`config.mk`:
```
export PLATFORM = sky130hd
export DESIGN_NAME = sbnt_core
export DESIGN_NICKNAME = d
export VERILOG_FILES = /design/src/pkg/sbnt_pkg.sv /design/src/hw/sbnt_core.sv
export SDC_FILE = /design/constraint.sdc
export NUM_CORES = 1
export LEC_CHECK = 0
export BUFFER_PORTS_ARGS = -buffer_cell sky130_fd_sc_hd__buf_2
export CAP_MARGIN = 20
export CORE_MARGIN = 10
export CORE_UTILIZATION = 48
export CTS_CLUSTER_DIAMETER = 60
export DETAILED_ROUTE_END_ITERATION = 6
export PLACE_DENSITY = 0.71
export SLEW_MARGIN = 20
export SYNTH_ARGS = -nofsm -noshare
export SYNTH_HDL_FRONTEND = slang
export SYNTH_SLANG_ARGS = --single-unit
```
`constraint.sdc`:
```
create_clock -name core_clk_i -period 2.8 [get_ports core_clk_i]
set_input_delay 0.42 -clock core_clk_i [delete_from_list [all_inputs] [get_ports core_clk_i]]
set_output_delay 0.42 -clock core_clk_i [all_outputs]
set_load 0.1 [all_outputs]
```
`src/pkg/sbnt_pkg.sv`:
```
package sbnt_pkg;
    // line frame layout
    localparam int unsigned FRAME_BITS     = 48;
    localparam int unsigned POS_F          = 0;
    localparam int unsigned POS_L_FRAME    = 1;
    localparam int unsigned POS_FA         = 14;
    localparam int unsigned POS_N          = 15;
    localparam int unsigned POS_L_LAST     = 47;
    localparam int unsigned V2_LIMIT       = 13;
    localparam int unsigned SYNC_FRAMES    = 3;
    localparam int unsigned LOSS_FRAMES    = 2;
    localparam int unsigned UPLINK_LAG     = 2;
    // master clock ticks per 192 kHz bit, dpll step in ticks
    localparam int unsigned TICKS_PER_BIT  = 40;
    localparam int unsigned DPLL_STEP      = 1;
    localparam int unsigned RX_ADVANCE     = 5;
    localparam int unsigned RX_FIX_TICK    = TICKS_PER_BIT - RX_ADVANCE;
    localparam int unsigned RX_MID_OFFSET  = TICKS_PER_BIT / 2;
    // clock hold-off after activation, timed in gci frames
    localparam int unsigned HOLD_US        = 2000;
    localparam int unsigned GCI_FRAME_US   = 125;
    localparam int unsigned HOLD_FRAMES    = HOLD_US / GCI_FRAME_US;
    // 2 kHz single marks: one mark per line frame
    localparam int unsigned SSZ_BIT        = 0;
    // command codes on the c/i channel
    localparam logic [3:0] CI_NORMAL   = 4'h0;
    localparam logic [3:0] CI_ACTIVATE = 4'h8;
    localparam logic [3:0] CI_DEACT    = 4'hf;
    localparam logic [3:0] CI_SSZ      = 4'h2;
    localparam logic [3:0] CI_SCZ      = 4'h3;
    localparam logic [3:0] CI_LOOP_INT = 4'ha;
    localparam logic [3:0] CI_LOOP_TRN = 4'hb;

    typedef enum logic [1:0] {SBNT_LOOP_NONE, SBNT_LOOP_INT, SBNT_LOOP_TRN} sbnt_loop_t;
    typedef enum logic [1:0] {SBNT_TEST_NONE, SBNT_TEST_SSZ, SBNT_TEST_SCZ} sbnt_test_t;

    // ternary line symbol
    typedef struct packed {
        logic pos;
        logic neg;
    } sbnt_sym_t;

    // gci side inputs sampled on core clock
    typedef struct packed {
        logic       dcl;
        logic       fsc;
        logic       ci_valid;
        logic [3:0] ci_code;
    } sbnt_gci_t;
endpackage : sbnt_pkg

```
`src/hw/sbnt_core.sv`:
```
// Behaviour
// - loops return B1 B2 D next to line
// - transparent loop drives line, refuses activation
// - loops started only by c/i commands
// - send 96 kHz or 2 kHz test marks
// - dpll locks bit clock to gci frame
// - fixed rx timing: same corrections, fixed offset
// - adaptive rx timing tracks f-to-l transition
// - internal loop forces adaptive rx timing
// - gci inputs sampled on core clock, c/i taken on dcl rise
// - shutdown idles line, arms detector, stops clock
// - powered down activity pulls gci data low
// - clock distribution held 2 ms after activation
// - line activation accepted during shutdown
// - 192 kbit/s, 48-bit frames, 250 us
// - one is no pulse, zeros alternate
// - frame opens positive F, negative L
// - first zero negative, balance closes group
// - first zero after framing is violation
// - second violation within 13 bits validates
// - position 15 is inverse of FA
// - multiframing ignores violations when FA one
// - sync after three good frames
// - loss after two bad frames
module sbnt_core (
    input  wire logic                core_clk_i,
    input  wire logic                sys_rst_i,
    input  wire logic                mclk_tick_i,
    input  wire sbnt_pkg::sbnt_gci_t gci_i,
    input  wire logic                line_activity_i,
    input  wire sbnt_pkg::sbnt_sym_t line_rx_i,
    input  wire logic [1:0]          test_signal_pin_i,
    input  wire logic                fixed_timing_i,
    input  wire logic                multiframe_i,
    input  wire logic [47:0]         tx_bits_i,
    output logic                     tx_load_o,
    output sbnt_pkg::sbnt_sym_t      line_tx_o,
    output logic [47:0]              rx_bits_o,
    output logic                     rx_frame_o,
    output logic                     rx_sync_o,
    output logic                     adaptive_o,
    output logic                     clk_dist_en_o,
    output logic                     sig_det_en_o,
    output logic                     gci_dd_o,
    output logic                     gci_dd_oe_n_o
);
    typedef enum logic [1:0] {ST_DOWN, ST_HOLD, ST_ACTIVE, ST_SHUT} sbnt_state_t;

    sbnt_state_t          state;
    sbnt_pkg::sbnt_loop_t loop_mode;
    sbnt_pkg::sbnt_test_t ci_test;
    sbnt_pkg::sbnt_test_t test_sel;
    logic                 dcl_q;
    logic                 fsc_q;
    logic                 ci_take;
    logic                 fsc_rise;
    logic                 act_req;
    logic [4:0]           hold_cnt;
    logic                 running;
    logic [5:0]           tick;
    logic [5:0]           bit_len;
    logic [5:0]           tx_bit;
    logic                 bit_end;
    logic [1:0]           corr;
    logic [47:0]          tx_bits;
    logic                 last_pos;
    logic                 first_zero;
    logic                 parity;
    logic                 cur_bit;
    logic                 fa_cur;
    logic                 fa_prev;
    sbnt_pkg::sbnt_sym_t  next_sym;
    sbnt_pkg::sbnt_sym_t  tx_sym;
    logic                 shut_go;
    sbnt_pkg::sbnt_sym_t  rx_in;
    sbnt_pkg::sbnt_sym_t  rx_in_q;
    logic [5:0]           rx_phase;
    logic                 rx_adj_done;
    logic                 rx_sample;
    logic [5:0]           rx_bit;
    logic [47:0]          rx_shift;
    logic                 rx_last_pos;
    logic                 rx_mark;
    logic                 rx_viol;
    logic                 f_ok;
    logic                 v2_ok;
    logic [1:0]           good_cnt;
    logic [1:0]           bad_cnt;
    logic                 frame_good;

    // c/i strobe qualified by the interface bit clock, frame edge from fsc alone
    assign ci_take  = gci_i.ci_valid && gci_i.dcl && !dcl_q;
    assign fsc_rise = gci_i.fsc && !fsc_q;

    always_ff @(posedge core_clk_i) begin
        if (sys_rst_i) begin
            dcl_q <= 1'b0;
            fsc_q <= 1'b0;
        end else begin
            dcl_q <= gci_i.dcl;
            fsc_q <= gci_i.fsc;
        end
    end

    // activation / power-down sequence
    always_ff @(posedge core_clk_i) begin
        if (sys_rst_i) begin
            state    <= ST_DOWN;
            hold_cnt <= '0;
            act_req  <= 1'b0;
        end else begin
            unique case (state)
                ST_DOWN: begin
                    if (line_activity_i) begin
                        act_req <= 1'b1;
                    end
                    if (ci_take && gci_i.ci_code == sbnt_pkg::CI_ACTIVATE) begin
                        state    <= ST_HOLD;
                        hold_cnt <= '0;
                        act_req  <= 1'b0;
                    end
                end
                ST_HOLD: begin
                    if (fsc_rise) begin
                        hold_cnt <= hold_cnt + 5'h01;
                    end
                    if (hold_cnt == 5'(sbnt_pkg::HOLD_FRAMES)) begin
                        state <= ST_ACTIVE;
                    end
                end
                ST_ACTIVE: begin
                    if (ci_take && gci_i.ci_code == sbnt_pkg::CI_DEACT) begin
                        state <= ST_SHUT;
                    end
                end
                ST_SHUT: begin
                    state <= ST_DOWN;
                    if (line_activity_i) begin
                        act_req <= 1'b1;
                    end
                end
            endcase
        end
    end

    assign running       = (state == ST_ACTIVE);
    assign shut_go       = running && ci_take && gci_i.ci_code == sbnt_pkg::CI_DEACT;
    assign clk_dist_en_o = (state == ST_ACTIVE) || (state == ST_SHUT);
    assign sig_det_en_o  = (state == ST_DOWN) || (state == ST_SHUT);
    // open-drain data line, pulled low without any gci clock
    assign gci_dd_o      = 1'b0;
    assign gci_dd_oe_n_o = !(act_req || (sig_det_en_o && line_activity_i));

    // loop and test selection from c/i commands
    always_ff @(posedge core_clk_i) begin
        if (sys_rst_i) begin
            loop_mode <= sbnt_pkg::SBNT_LOOP_NONE;
            ci_test   <= sbnt_pkg::SBNT_TEST_NONE;
        end else if (state == ST_DOWN) begin
            loop_mode <= sbnt_pkg::SBNT_LOOP_NONE;
            ci_test   <= sbnt_pkg::SBNT_TEST_NONE;
        end else if (ci_take) begin
            unique case (gci_i.ci_code)
                sbnt_pkg::CI_LOOP_INT: loop_mode <= sbnt_pkg::SBNT_LOOP_INT;
                sbnt_pkg::CI_LOOP_TRN: loop_mode <= sbnt_pkg::SBNT_LOOP_TRN;
                sbnt_pkg::CI_SSZ:      ci_test   <= sbnt_pkg::SBNT_TEST_SSZ;
                sbnt_pkg::CI_SCZ:      ci_test   <= sbnt_pkg::SBNT_TEST_SCZ;
                sbnt_pkg::CI_NORMAL: begin
                    loop_mode <= sbnt_pkg::SBNT_LOOP_NONE;
                    ci_test   <= sbnt_pkg::SBNT_TEST_NONE;
                end
                default: ;
            endcase
        end
    end

    // pin overrides c/i for line tests
    always_comb begin
        if (test_signal_pin_i[1]) begin
            test_sel = sbnt_pkg::SBNT_TEST_SCZ;
        end else if (test_signal_pin_i[0]) begin
            test_sel = sbnt_pkg::SBNT_TEST_SSZ;
        end else begin
            test_sel = ci_test;
        end
    end

    // bit clock: 40 master ticks per bit, one tick slipped per frame
    assign bit_end = mclk_tick_i && (tick == bit_len - 6'h01);

    always_comb begin
        bit_len = 6'(sbnt_pkg::TICKS_PER_BIT);
        if (tx_bit == 6'(sbnt_pkg::FRAME_BITS - 1)) begin
            if (corr[1]) begin
                bit_len = 6'(sbnt_pkg::TICKS_PER_BIT + sbnt_pkg::DPLL_STEP);
            end else if (corr[0]) begin
                bit_len = 6'(sbnt_pkg::TICKS_PER_BIT - sbnt_pkg::DPLL_STEP);
            end
        end
    end

    always_ff @(posedge core_clk_i) begin
        if (sys_rst_i || !running) begin
            tick   <= '0;
            tx_bit <= '0;
        end else if (bit_end) begin
            tick   <= '0;
            tx_bit <= (tx_bit == 6'(sbnt_pkg::FRAME_BITS - 1)) ? 6'h00 : tx_bit + 6'h01;
        end else if (mclk_tick_i) begin
            tick <= tick + 6'h01;
        end
    end

    // phase detector: line frame start against gci frame edge
    always_ff @(posedge core_clk_i) begin
        if (sys_rst_i || !running) begin
            corr <= 2'b00;
        end else if (bit_end && tx_bit == 6'(sbnt_pkg::FRAME_BITS - 1)) begin
            corr <= 2'b00;
        end else if (fsc_rise && (tx_bit != '0 || tick != '0)) begin
            if (tx_bit < 6'(sbnt_pkg::FRAME_BITS / 4)
                || (tx_bit >= 6'(sbnt_pkg::FRAME_BITS / 2)
                    && tx_bit < 6'(3 * sbnt_pkg::FRAME_BITS / 4))) begin
                corr <= 2'b10;
            end else begin
                corr <= 2'b01;
            end
        end
    end

    // frame content with framing, flag and inverse flag forced
    always_comb begin
        cur_bit = tx_bits[tx_bit];
        if (tx_bit == 6'(sbnt_pkg::POS_F) || tx_bit == 6'(sbnt_pkg::POS_L_FRAME)) begin
            cur_bit = 1'b0;
        end else if (tx_bit == 6'(sbnt_pkg::POS_FA)) begin
            cur_bit = fa_cur;
        end else if (tx_bit == 6'(sbnt_pkg::POS_N)) begin
            cur_bit = !fa_cur;
        end else if (tx_bit == 6'(sbnt_pkg::POS_L_LAST)) begin
            cur_bit = !parity;
        end
    end

    // ami symbol for the current bit
    always_comb begin
        next_sym = '0;
        unique case (test_sel)
            sbnt_pkg::SBNT_TEST_SCZ: begin
                next_sym.pos = !last_pos;
                next_sym.neg = last_pos;
            end
            sbnt_pkg::SBNT_TEST_SSZ: begin
                if (tx_bit == 6'(sbnt_pkg::SSZ_BIT)) begin
                    next_sym.pos = !last_pos;
                    next_sym.neg = last_pos;
                end
            end
            sbnt_pkg::SBNT_TEST_NONE: begin
                if (tx_bit == 6'(sbnt_pkg::POS_F)) begin
                    next_sym.pos = 1'b1;
                end else if (tx_bit == 6'(sbnt_pkg::POS_L_FRAME)) begin
                    next_sym.neg = 1'b1;
                end else if (!cur_bit) begin
                    next_sym.pos = !first_zero && !last_pos;
                    next_sym.neg = first_zero || last_pos;
                end
            end
            default: ;
        endcase
    end

    // line coder state, output register and frame load
    always_ff @(posedge core_clk_i) begin
        if (sys_rst_i || !running || shut_go) begin
            line_tx_o  <= '0;
            tx_sym     <= '0;
            last_pos   <= 1'b1;
            first_zero <= 1'b0;
            parity     <= 1'b0;
            tx_bits    <= '1;
            fa_cur     <= 1'b0;
            fa_prev    <= 1'b0;
        end else if (mclk_tick_i && tick == '0) begin
            if (loop_mode == sbnt_pkg::SBNT_LOOP_INT) begin
                line_tx_o <= '0;
            end else begin
                line_tx_o <= next_sym;
            end
            tx_sym <= next_sym;
            if (next_sym.pos || next_sym.neg) begin
                last_pos <= next_sym.pos;
            end
            if (tx_bit == 6'(sbnt_pkg::POS_L_FRAME)) begin
                first_zero <= 1'b1;
                parity     <= 1'b0;
            end else if (!cur_bit && tx_bit < 6'(sbnt_pkg::POS_L_LAST)) begin
                first_zero <= 1'b0;
                parity     <= !parity;
            end
            if (tx_bit == 6'(sbnt_pkg::POS_L_LAST)) begin
                tx_bits <= tx_bits_i;
                fa_prev <= fa_cur;
                fa_cur  <= multiframe_i && tx_bits_i[sbnt_pkg::POS_FA];
            end
        end
    end

    assign tx_load_o = running && mclk_tick_i && tick == '0
                       && tx_bit == 6'(sbnt_pkg::POS_L_LAST);

    // receive input: loop taken right at the line side
    assign rx_in      = (loop_mode != sbnt_pkg::SBNT_LOOP_NONE) ? tx_sym : line_rx_i;
    assign adaptive_o = !fixed_timing_i || loop_mode != sbnt_pkg::SBNT_LOOP_NONE;
    assign rx_sample  = running && mclk_tick_i
                        && tick == (adaptive_o ? rx_phase : 6'(sbnt_pkg::RX_FIX_TICK));

    // adaptive sampling phase: centre on the f-to-l edge, one step per frame
    always_ff @(posedge core_clk_i) begin
        if (sys_rst_i || !running) begin
            rx_in_q     <= '0;
            rx_phase    <= 6'(sbnt_pkg::RX_FIX_TICK);
            rx_adj_done <= 1'b0;
        end else begin
            if (mclk_tick_i) begin
                rx_in_q <= rx_in;
            end
            if (bit_end && tx_bit == 6'(sbnt_pkg::FRAME_BITS - 1)) begin
                rx_adj_done <= 1'b0;
            end else if (adaptive_o && mclk_tick_i && rx_in.neg && rx_in_q.pos
                         && !rx_adj_done) begin
                rx_adj_done <= 1'b1;
                if (tick < 6'(sbnt_pkg::RX_MID_OFFSET)) begin
                    if (rx_phase != tick + 6'(sbnt_pkg::RX_MID_OFFSET)) begin
                        rx_phase <= (rx_phase < tick + 6'(sbnt_pkg::RX_MID_OFFSET))
                                    ? rx_phase + 6'h01 : rx_phase - 6'h01;
                    end
                end else if (rx_phase != tick - 6'(sbnt_pkg::RX_MID_OFFSET)) begin
                    rx_phase <= (rx_phase < tick - 6'(sbnt_pkg::RX_MID_OFFSET))
                                ? rx_phase + 6'h01 : rx_phase - 6'h01;
                end
            end
        end
    end

    // violation detection on sampled symbols
    assign rx_mark = rx_in.pos || rx_in.neg;
    assign rx_viol = rx_mark && (rx_in.pos == rx_last_pos);

    // frame verdict with multiframing exceptions
    always_comb begin
        frame_good = (f_ok || (multiframe_i && fa_prev))
                     && (v2_ok || (multiframe_i && fa_cur));
    end

    // frame sync, counters and received data
    always_ff @(posedge core_clk_i) begin
        if (sys_rst_i || !running) begin
            rx_bit      <= 6'(sbnt_pkg::FRAME_BITS - sbnt_pkg::UPLINK_LAG);
            rx_shift    <= '1;
            rx_bits_o   <= '1;
            rx_frame_o  <= 1'b0;
            rx_last_pos <= 1'b0;
            f_ok        <= 1'b0;
            v2_ok       <= 1'b0;
            good_cnt    <= '0;
            bad_cnt     <= '0;
            rx_sync_o   <= 1'b0;
        end else begin
            rx_frame_o <= 1'b0;
            if (rx_sample) begin
                if (rx_mark) begin
                    rx_last_pos <= rx_in.pos;
                end
                rx_shift <= {!rx_mark, rx_shift[47:1]};
                if (!rx_sync_o && rx_viol && rx_in.pos) begin
                    rx_bit <= 6'h01; // hunt: realign on positive violation
                    f_ok   <= 1'b1;
                    v2_ok  <= 1'b0;
                end else if (rx_bit == 6'(sbnt_pkg::FRAME_BITS - 1)) begin
                    rx_bit     <= '0;
                    rx_bits_o  <= {!rx_mark, rx_shift[47:1]};
                    rx_frame_o <= 1'b1;
                    if (frame_good) begin
                        bad_cnt <= '0;
                        if (good_cnt == 2'(sbnt_pkg::SYNC_FRAMES - 1)) begin
                            rx_sync_o <= 1'b1;
                        end else begin
                            good_cnt <= good_cnt + 2'h1;
                        end
                    end else begin
                        good_cnt <= '0;
                        if (bad_cnt == 2'(sbnt_pkg::LOSS_FRAMES - 1)) begin
                            rx_sync_o <= 1'b0;
                            bad_cnt   <= '0;
                        end else begin
                            bad_cnt <= bad_cnt + 2'h1;
                        end
                    end
                end else begin
                    rx_bit <= rx_bit + 6'h01;
                    if (rx_bit == 6'(sbnt_pkg::POS_F)) begin
                        f_ok  <= rx_viol && rx_in.pos;
                        v2_ok <= 1'b0;
                    end else if (rx_viol && rx_bit <= 6'(sbnt_pkg::V2_LIMIT + 1)) begin
                        v2_ok <= 1'b1;
                    end
                end
            end
        end
    end
endmodule : sbnt_core

```
# Yosys cells after proc, flatten, opt, wreduce, memory -nomap -nowiden
# Index checks and enable logic that the tools add are counted.
[word_totals]
wordCells = 245
output_inout_bits = 58
ff_bits = 204
input_bits = 65
[op_classes]
n_bitwise = 3
n_reduce_logical = 95
magnitude_cmp = 9
mux = 61
eq_ne = 33
add_sub_neg = 11
[op_table]
columns = ["cell", "count"]
rows = [
  ["$mux W6", 9],
  ["$logic_and A1 B1 Y1", 32],
  ["$mux W2", 14],
  ["$mux W1", 26],
  ["$add A6 B1 Y6 const B", 4],
  ["$logic_not A6 Y1", 3],
  ["$pmux W2 S3", 3],
  ["$eq A4 B4 Y1 const B", 4],
  ["$reduce_and A3 Y1", 5],
  ["$logic_or A1 B1 Y1", 14],
  ["$reduce_bool A2 Y1", 7],
  ["$logic_not A1 Y1", 13],
  ["$eq A6 B4 Y1 const B", 2],
  ["$eq A6 B6 Y1", 2],
  ["$eq A6 B6 Y1 const B", 2],
  ["$lt A6 B6 Y1", 2],
  ["$lt A6 B6 Y1 const B", 2],
  ["$mux W4", 3],
  ["$ne A6 B6 Y1", 2],
  ["$reduce_and A2 Y1", 6],
  ["$reduce_bool A6 Y1", 2],
  ["$sub A6 B1 Y6 const B", 2],
  ["$mux W5", 2],
  ["$ne A2 B2 Y1 const B", 5],
  ["other kinds (28)", 46],
]

# Depth between registers and ports, before layout
[logic_depth]
ltp_word = 12
mapped_depth = 13
depth_no_buf = 13

# Worst setup path before layout
# Ideal clock, no wire load.
[synth_timing]
path_kind = "reg2out"
startpoint = "register state[0]"
endpoint = "output gci_dd_oe_n_o"
path_buffers = 0
required_ps = 2380
setup_slack_ps = -352
arrival_ps = 2732
path_stages_with_launch = 5
path_cell_list = "dfxtp_1 > inv_1 > ha_1 > inv_1 > a21oi_1"
[synth_via]
elab_chain_cells = 5
elab_cells_between_ends = 6
cone_classes = "eq/ne: 1; reduce/logical: 5"
[synth_rtl]
columns = ["item", "line_no", "source"]
rows = [
  ["start, declared", "sbnt_core.sv:49", "sbnt_state_t state;"],
  ["start signal, assigned", "sbnt_core.sv:108", "state <= ST_DOWN;"],
  ["start signal, assigned", "sbnt_core.sv:118", "state <= ST_HOLD;"],
  ["start signal, assigned", "sbnt_core.sv:128", "state <= ST_ACTIVE;"],
  ["$eq A2 B2 Y1 or $logic_not A2 Y1 (tied branches)", "sbnt_core.sv:149", "assign sig_det_en_o = (state == ST_DOWN) || (state == ST_SHUT);"],
  ["$logic_or A1 B1 Y1 *", "sbnt_core.sv:149", ""],
  ["via sig_det_en_o", "sbnt_core.sv:43", "output logic sig_det_en_o,"],
  ["$logic_and A1 B1 Y1 *", "sbnt_core.sv:152", "assign gci_dd_oe_n_o = !(act_req || (sig_det_en_o && line_activity_i));"],
  ["$logic_or A1 B1 Y1 *", "sbnt_core.sv:152", ""],
  ["$logic_not A1 Y1 *", "sbnt_core.sv:152", ""],
  ["end, declared", "sbnt_core.sv:45", "output logic gci_dd_oe_n_o"],
]
# The timed path passes the listed nets; every way through them passes the cells marked *.

# Worst setup path in the final report
[layout_timing]
startpoint = "register tick[2]"
endpoint = "register rx_phase[3]"
[layout_via]
elab_chain_cells = 5
elab_cells_between_ends = 19
cone_classes = "add/sub: 2; order compare: 3; eq/ne: 4; mux: 5; bitwise: 1; reduce/logical: 4"
[layout_rtl]
columns = ["item", "line_no", "source"]
rows = [
  ["start, declared", "sbnt_core.sv:60", "logic [5:0] tick;"],
  ["start signal, assigned", "sbnt_core.sv:210", "tick <= tick + 6'h01;"],
  ["$sub A6 B5 Y6, or another cell as far along", "sbnt_core.sv:338, sbnt_core.sv:339", ""],
  ["$lt A6 B6 Y1, or another cell as far along", "sbnt_core.sv:339", "rx_phase <= (rx_phase < tick - 6'(sbnt_pkg::RX_MID_OFFSET))"],
  ["$mux W6, or another cell as far along", "sbnt_core.sv:340", "? rx_phase + 6'h01 : rx_phase - 6'h01;"],
  ["$mux W6, or another cell as far along", "sbnt_core.sv:338", "end else if (rx_phase != tick - 6'(sbnt_pkg::RX_MID_OFFSET)) begin"],
  ["$mux W6 or $reduce_and A4 Y1 (tied branches)", "n/a", ""],
  ["end signal, assigned", "sbnt_core.sv:322", "rx_phase <= 6'(sbnt_pkg::RX_FIX_TICK);"],
  ["end signal, assigned", "sbnt_core.sv:335", "rx_phase <= (rx_phase < tick + 6'(sbnt_pkg::RX_MID_OFFSET))"],
  ["end signal, assigned", "sbnt_core.sv:339", ""],
  ["end, declared", "sbnt_core.sv:77", "logic [5:0] rx_phase;"],
]
# Several ways; a longest one is shown, not always the timed one. The select of a mux whose other input is x is not followed.
# A chain may end at the register's enable or synchronous reset.

==> flow_summary.ini <==
[clock_tree]
root_buffer = clkbuf_16
htree_levels = 1
ctsLongestPathBuffers = 3
cts_tree = built
clk_latency_ns = 0.51
clkSinkCount = 203
hold_buffers = 0
cts_buffers = 23
clkTransAtPathRegs_ns = 0.06

[finish]
antenna_cells = 0
fin_nets = 1347
multi_input_area_sq_mm = 0.004649
regArea_sq_mm = 0.004066
nFillCells = 1721
drive_gt1_frac = 0.1796
syn_to_final_growth_pct = 19.17
final_cells = 1498

[floorplanning]
ios = 123
initial_core_util = 0.4862
rows = 50
fp.dieArea_sq_mm = 0.02478
fp.coreArea_sq_mm = 0.01864
die_height_microns = 157.4
die_x_microns = 157.4

[global_route]
antenna_found_initial = 0
grt_pass1_vias = 7604
grt_pass1_wl_mm = 35.78
track_usage = 0.1679
grt.overflow.total = 0
grt_max_degree = 66

[route]
drc = 0
drt-vias-per-instance = 5.300
ant_nets = 0
first_pass_iters = 5
wl_per_cell_microns = 14.11
drt-initial-drc-count = 422
num_vias = 7939
drt-total-wl_mm = 21.14

[worst_setup_path]
endpoint_kind = flip-flop
crit_chain = inv_1 -> buf_4 -> ha_1 -> xor2_1 -> ha_1 -> a21oi_1 -> o221a_2 -> o211ai_1 -> buf_4 -> a21oi_2 -> a31oi_1 -> or3_1 -> a21oi_1
cp_max_fo = 3
crit_type = flip-flop to flip-flop
path_delay_family = compound AO/OA/AOI/OAI gates
worstPathRequired_ns = 3.22
critical-path-slowest-cell = dfxtp_2
worstPathBufferInverterCount = 3
worstSetupStartpointType = flip-flop
slowest_delay_ns = 0.35
cp.arrival_ns = 3.04

[yosys]
synthDistinctLibCells = 67
yosysMostFrequentCell = nand2_1
synth.cell_area_sq_mm = 0.009064
synth_flop_cell = dfxtp_1
synth_area_leaders = dfxtp_1 (45%), nand2_1 (13%), nand3_1 (9.4%)
syn_nets = 1233
synthCells = 1135
avgSynthCellArea_sq_um = 7.986
ys_warn_count = 0
synth_area_leader_cell = dfxtp_1
async_flop_share = 0
synth_commonest_cells = nand2_1 (319), dfxtp_1 (203), nand3_1 (171), clkbuf_1 (46), nor2_1 (44)
synth_seq_cells = 203
ys_seq_area_frac = 0.4484
synth_edf_count = 0
synth_top_area_frac = 0.4484

[sta]
whs_ns = 0.1113
finalSetupTns_ns = 0
maxSlewViolCount = 0
min_period_over_period = 0.9354
rsz0062_at_grt = true
slew_headroom = 0.4659
finalHoldViolations = 0
max_freq_ghz = 0.3818
worst_slack_ns = 0.1808
worst_slew_pin_slew_ns = 0.8011
finClkSkew_ns = 0.01555
setup_viol = 0
period_needed_ns = 2.619

[placed_design]
io_buffers = 121
dp.cells = 1458
hpwlAfterDp_mm = 14.66
post-place-ws_ns = 0.009362
gp_congestion = 0.8212

[pwr]
peakVddDrop_mv = 0.3649
powerDensity_mw_per_mm2 = 572.5
finalPower_mw = 6.184
p_leak_nw = 4.758

[hold_path]
hold_class = primary input to flip-flop

[run_status]
outcome = complete, no violations

[run]
cap_viol_max_count = 0
## cell families (layout without fill, tap and decap cells)
logic type      after synthesis  in the layout  share of synthesized area
compound gates              119            119                    0.08241
xor+xnor                     19             19                    0.01836
fa+ha+maj                    33             33                    0.04556
buf+inv                     106            235                    0.04694
flops                       203            203                     0.4484
mux                          27             27                    0.04583
other cells                   1              1                  0.0004137
simple gates                627            627                     0.3121
## timing repair
| action | in CTS | in global routing |
|---|---|---|
| buffers inserted | 0 | 0 |
| setup endpoints to repair | 1 | 15 |
| endpoints found under the hold margin | 0 | 0 |
| gates resized for setup | 1 | 12 |
| pin swaps | 0 | 4 |
## stage by stage
stage,instance area [sq um],utilization
after floorplan,9069,-
after global placement,10040,0.5387
after detailed placement,10040,0.5387
after CTS,10760,0.5773
after global routing,10800,0.5794
final,10800,0.5794
## state kept, by name, indices dropped and copies added (netlist names), 2 cells and up
register / cells
line_tx_o: 2
rx_bits_o: 48
hold_cnt: 5
state: 2
ci_test: 2
tick: 6
rx_phase: 6
tx_sym: 2
rx_shift: 47
bad_cnt: 2
rx_bit: 6
good_cnt: 2
loop_mode: 2
tx_bit: 6
corr: 2
tx_bits: 48
## tightest hold or removal path, stage by stage
cell and delay, ns:
buf_2 0.07, nand2_1 0.04, nand3_1 0.06
## layer usage
metal,global-route usage,vias up,part of all wire
met3,0.03548,33,0.056
met2,0.2889,162,0.47
met1,0.2099,3660,0.46
met5,0,-,0
li1,-,4084,-
met4,0.03874,0,0.016
## power breakdown
part,switching [mW],internal (mW)
Combinational,0.300,0.117
Clock,1.17,1.68
Sequential,0.0125,2.90
## cells in the final DEF (no fill, tap or decap), types with 4 or more instances in the layout
cell type and n:
a211oi_1 6, nand3b_1 4, mux2i_1 13, mux4_1 4
o21ai_0 32, clkbuf_16 23, nand3_1 171, xor2_1 8
nand4_1 9, a21oi_1 34, and3_1 10, nor4_1 6
nor2b_1 7, inv_1 35, mux2_2 4, xnor2_1 11
buf_4 35, nand2b_1 15, buf_2 120, nand2_1 319
nor3_1 9, a31oi_1 4, ha_1 32, or3_1 10
mux4_2 6, clkbuf_1 8, buf_12 4, clkinv_2 4
nor2_1 41, o211ai_1 9, dfxtp_1 201
## cell type report
cell class / count / area share
inverter: 36 / 0.01251
timing repair buffer: 159 / 0.08734
clock buffer: 33 / 0.05861
sequential: 203 / 0.3765
tap: 234 / 0.02711
multi-input combinational: 826 / 0.4304
clock inverter: 7 / 0.007529
## worst paths after layout
path | startpoint | depth (start not counted) | slack, ns | to
setup / recovery | tick[2] | 13 | 0.18 | rx_phase[3]
setup reg to reg | tick[2] | 13 | 0.18 | rx_phase[3]
hold / removal | tx_bits_i[42] | 3 | 0.11 | tx_bits[42]
hold reg to reg | rx_bits_o[31] | 2 | 0.46 | rx_bits_o[31]
(Power assumes the default switching activity.)
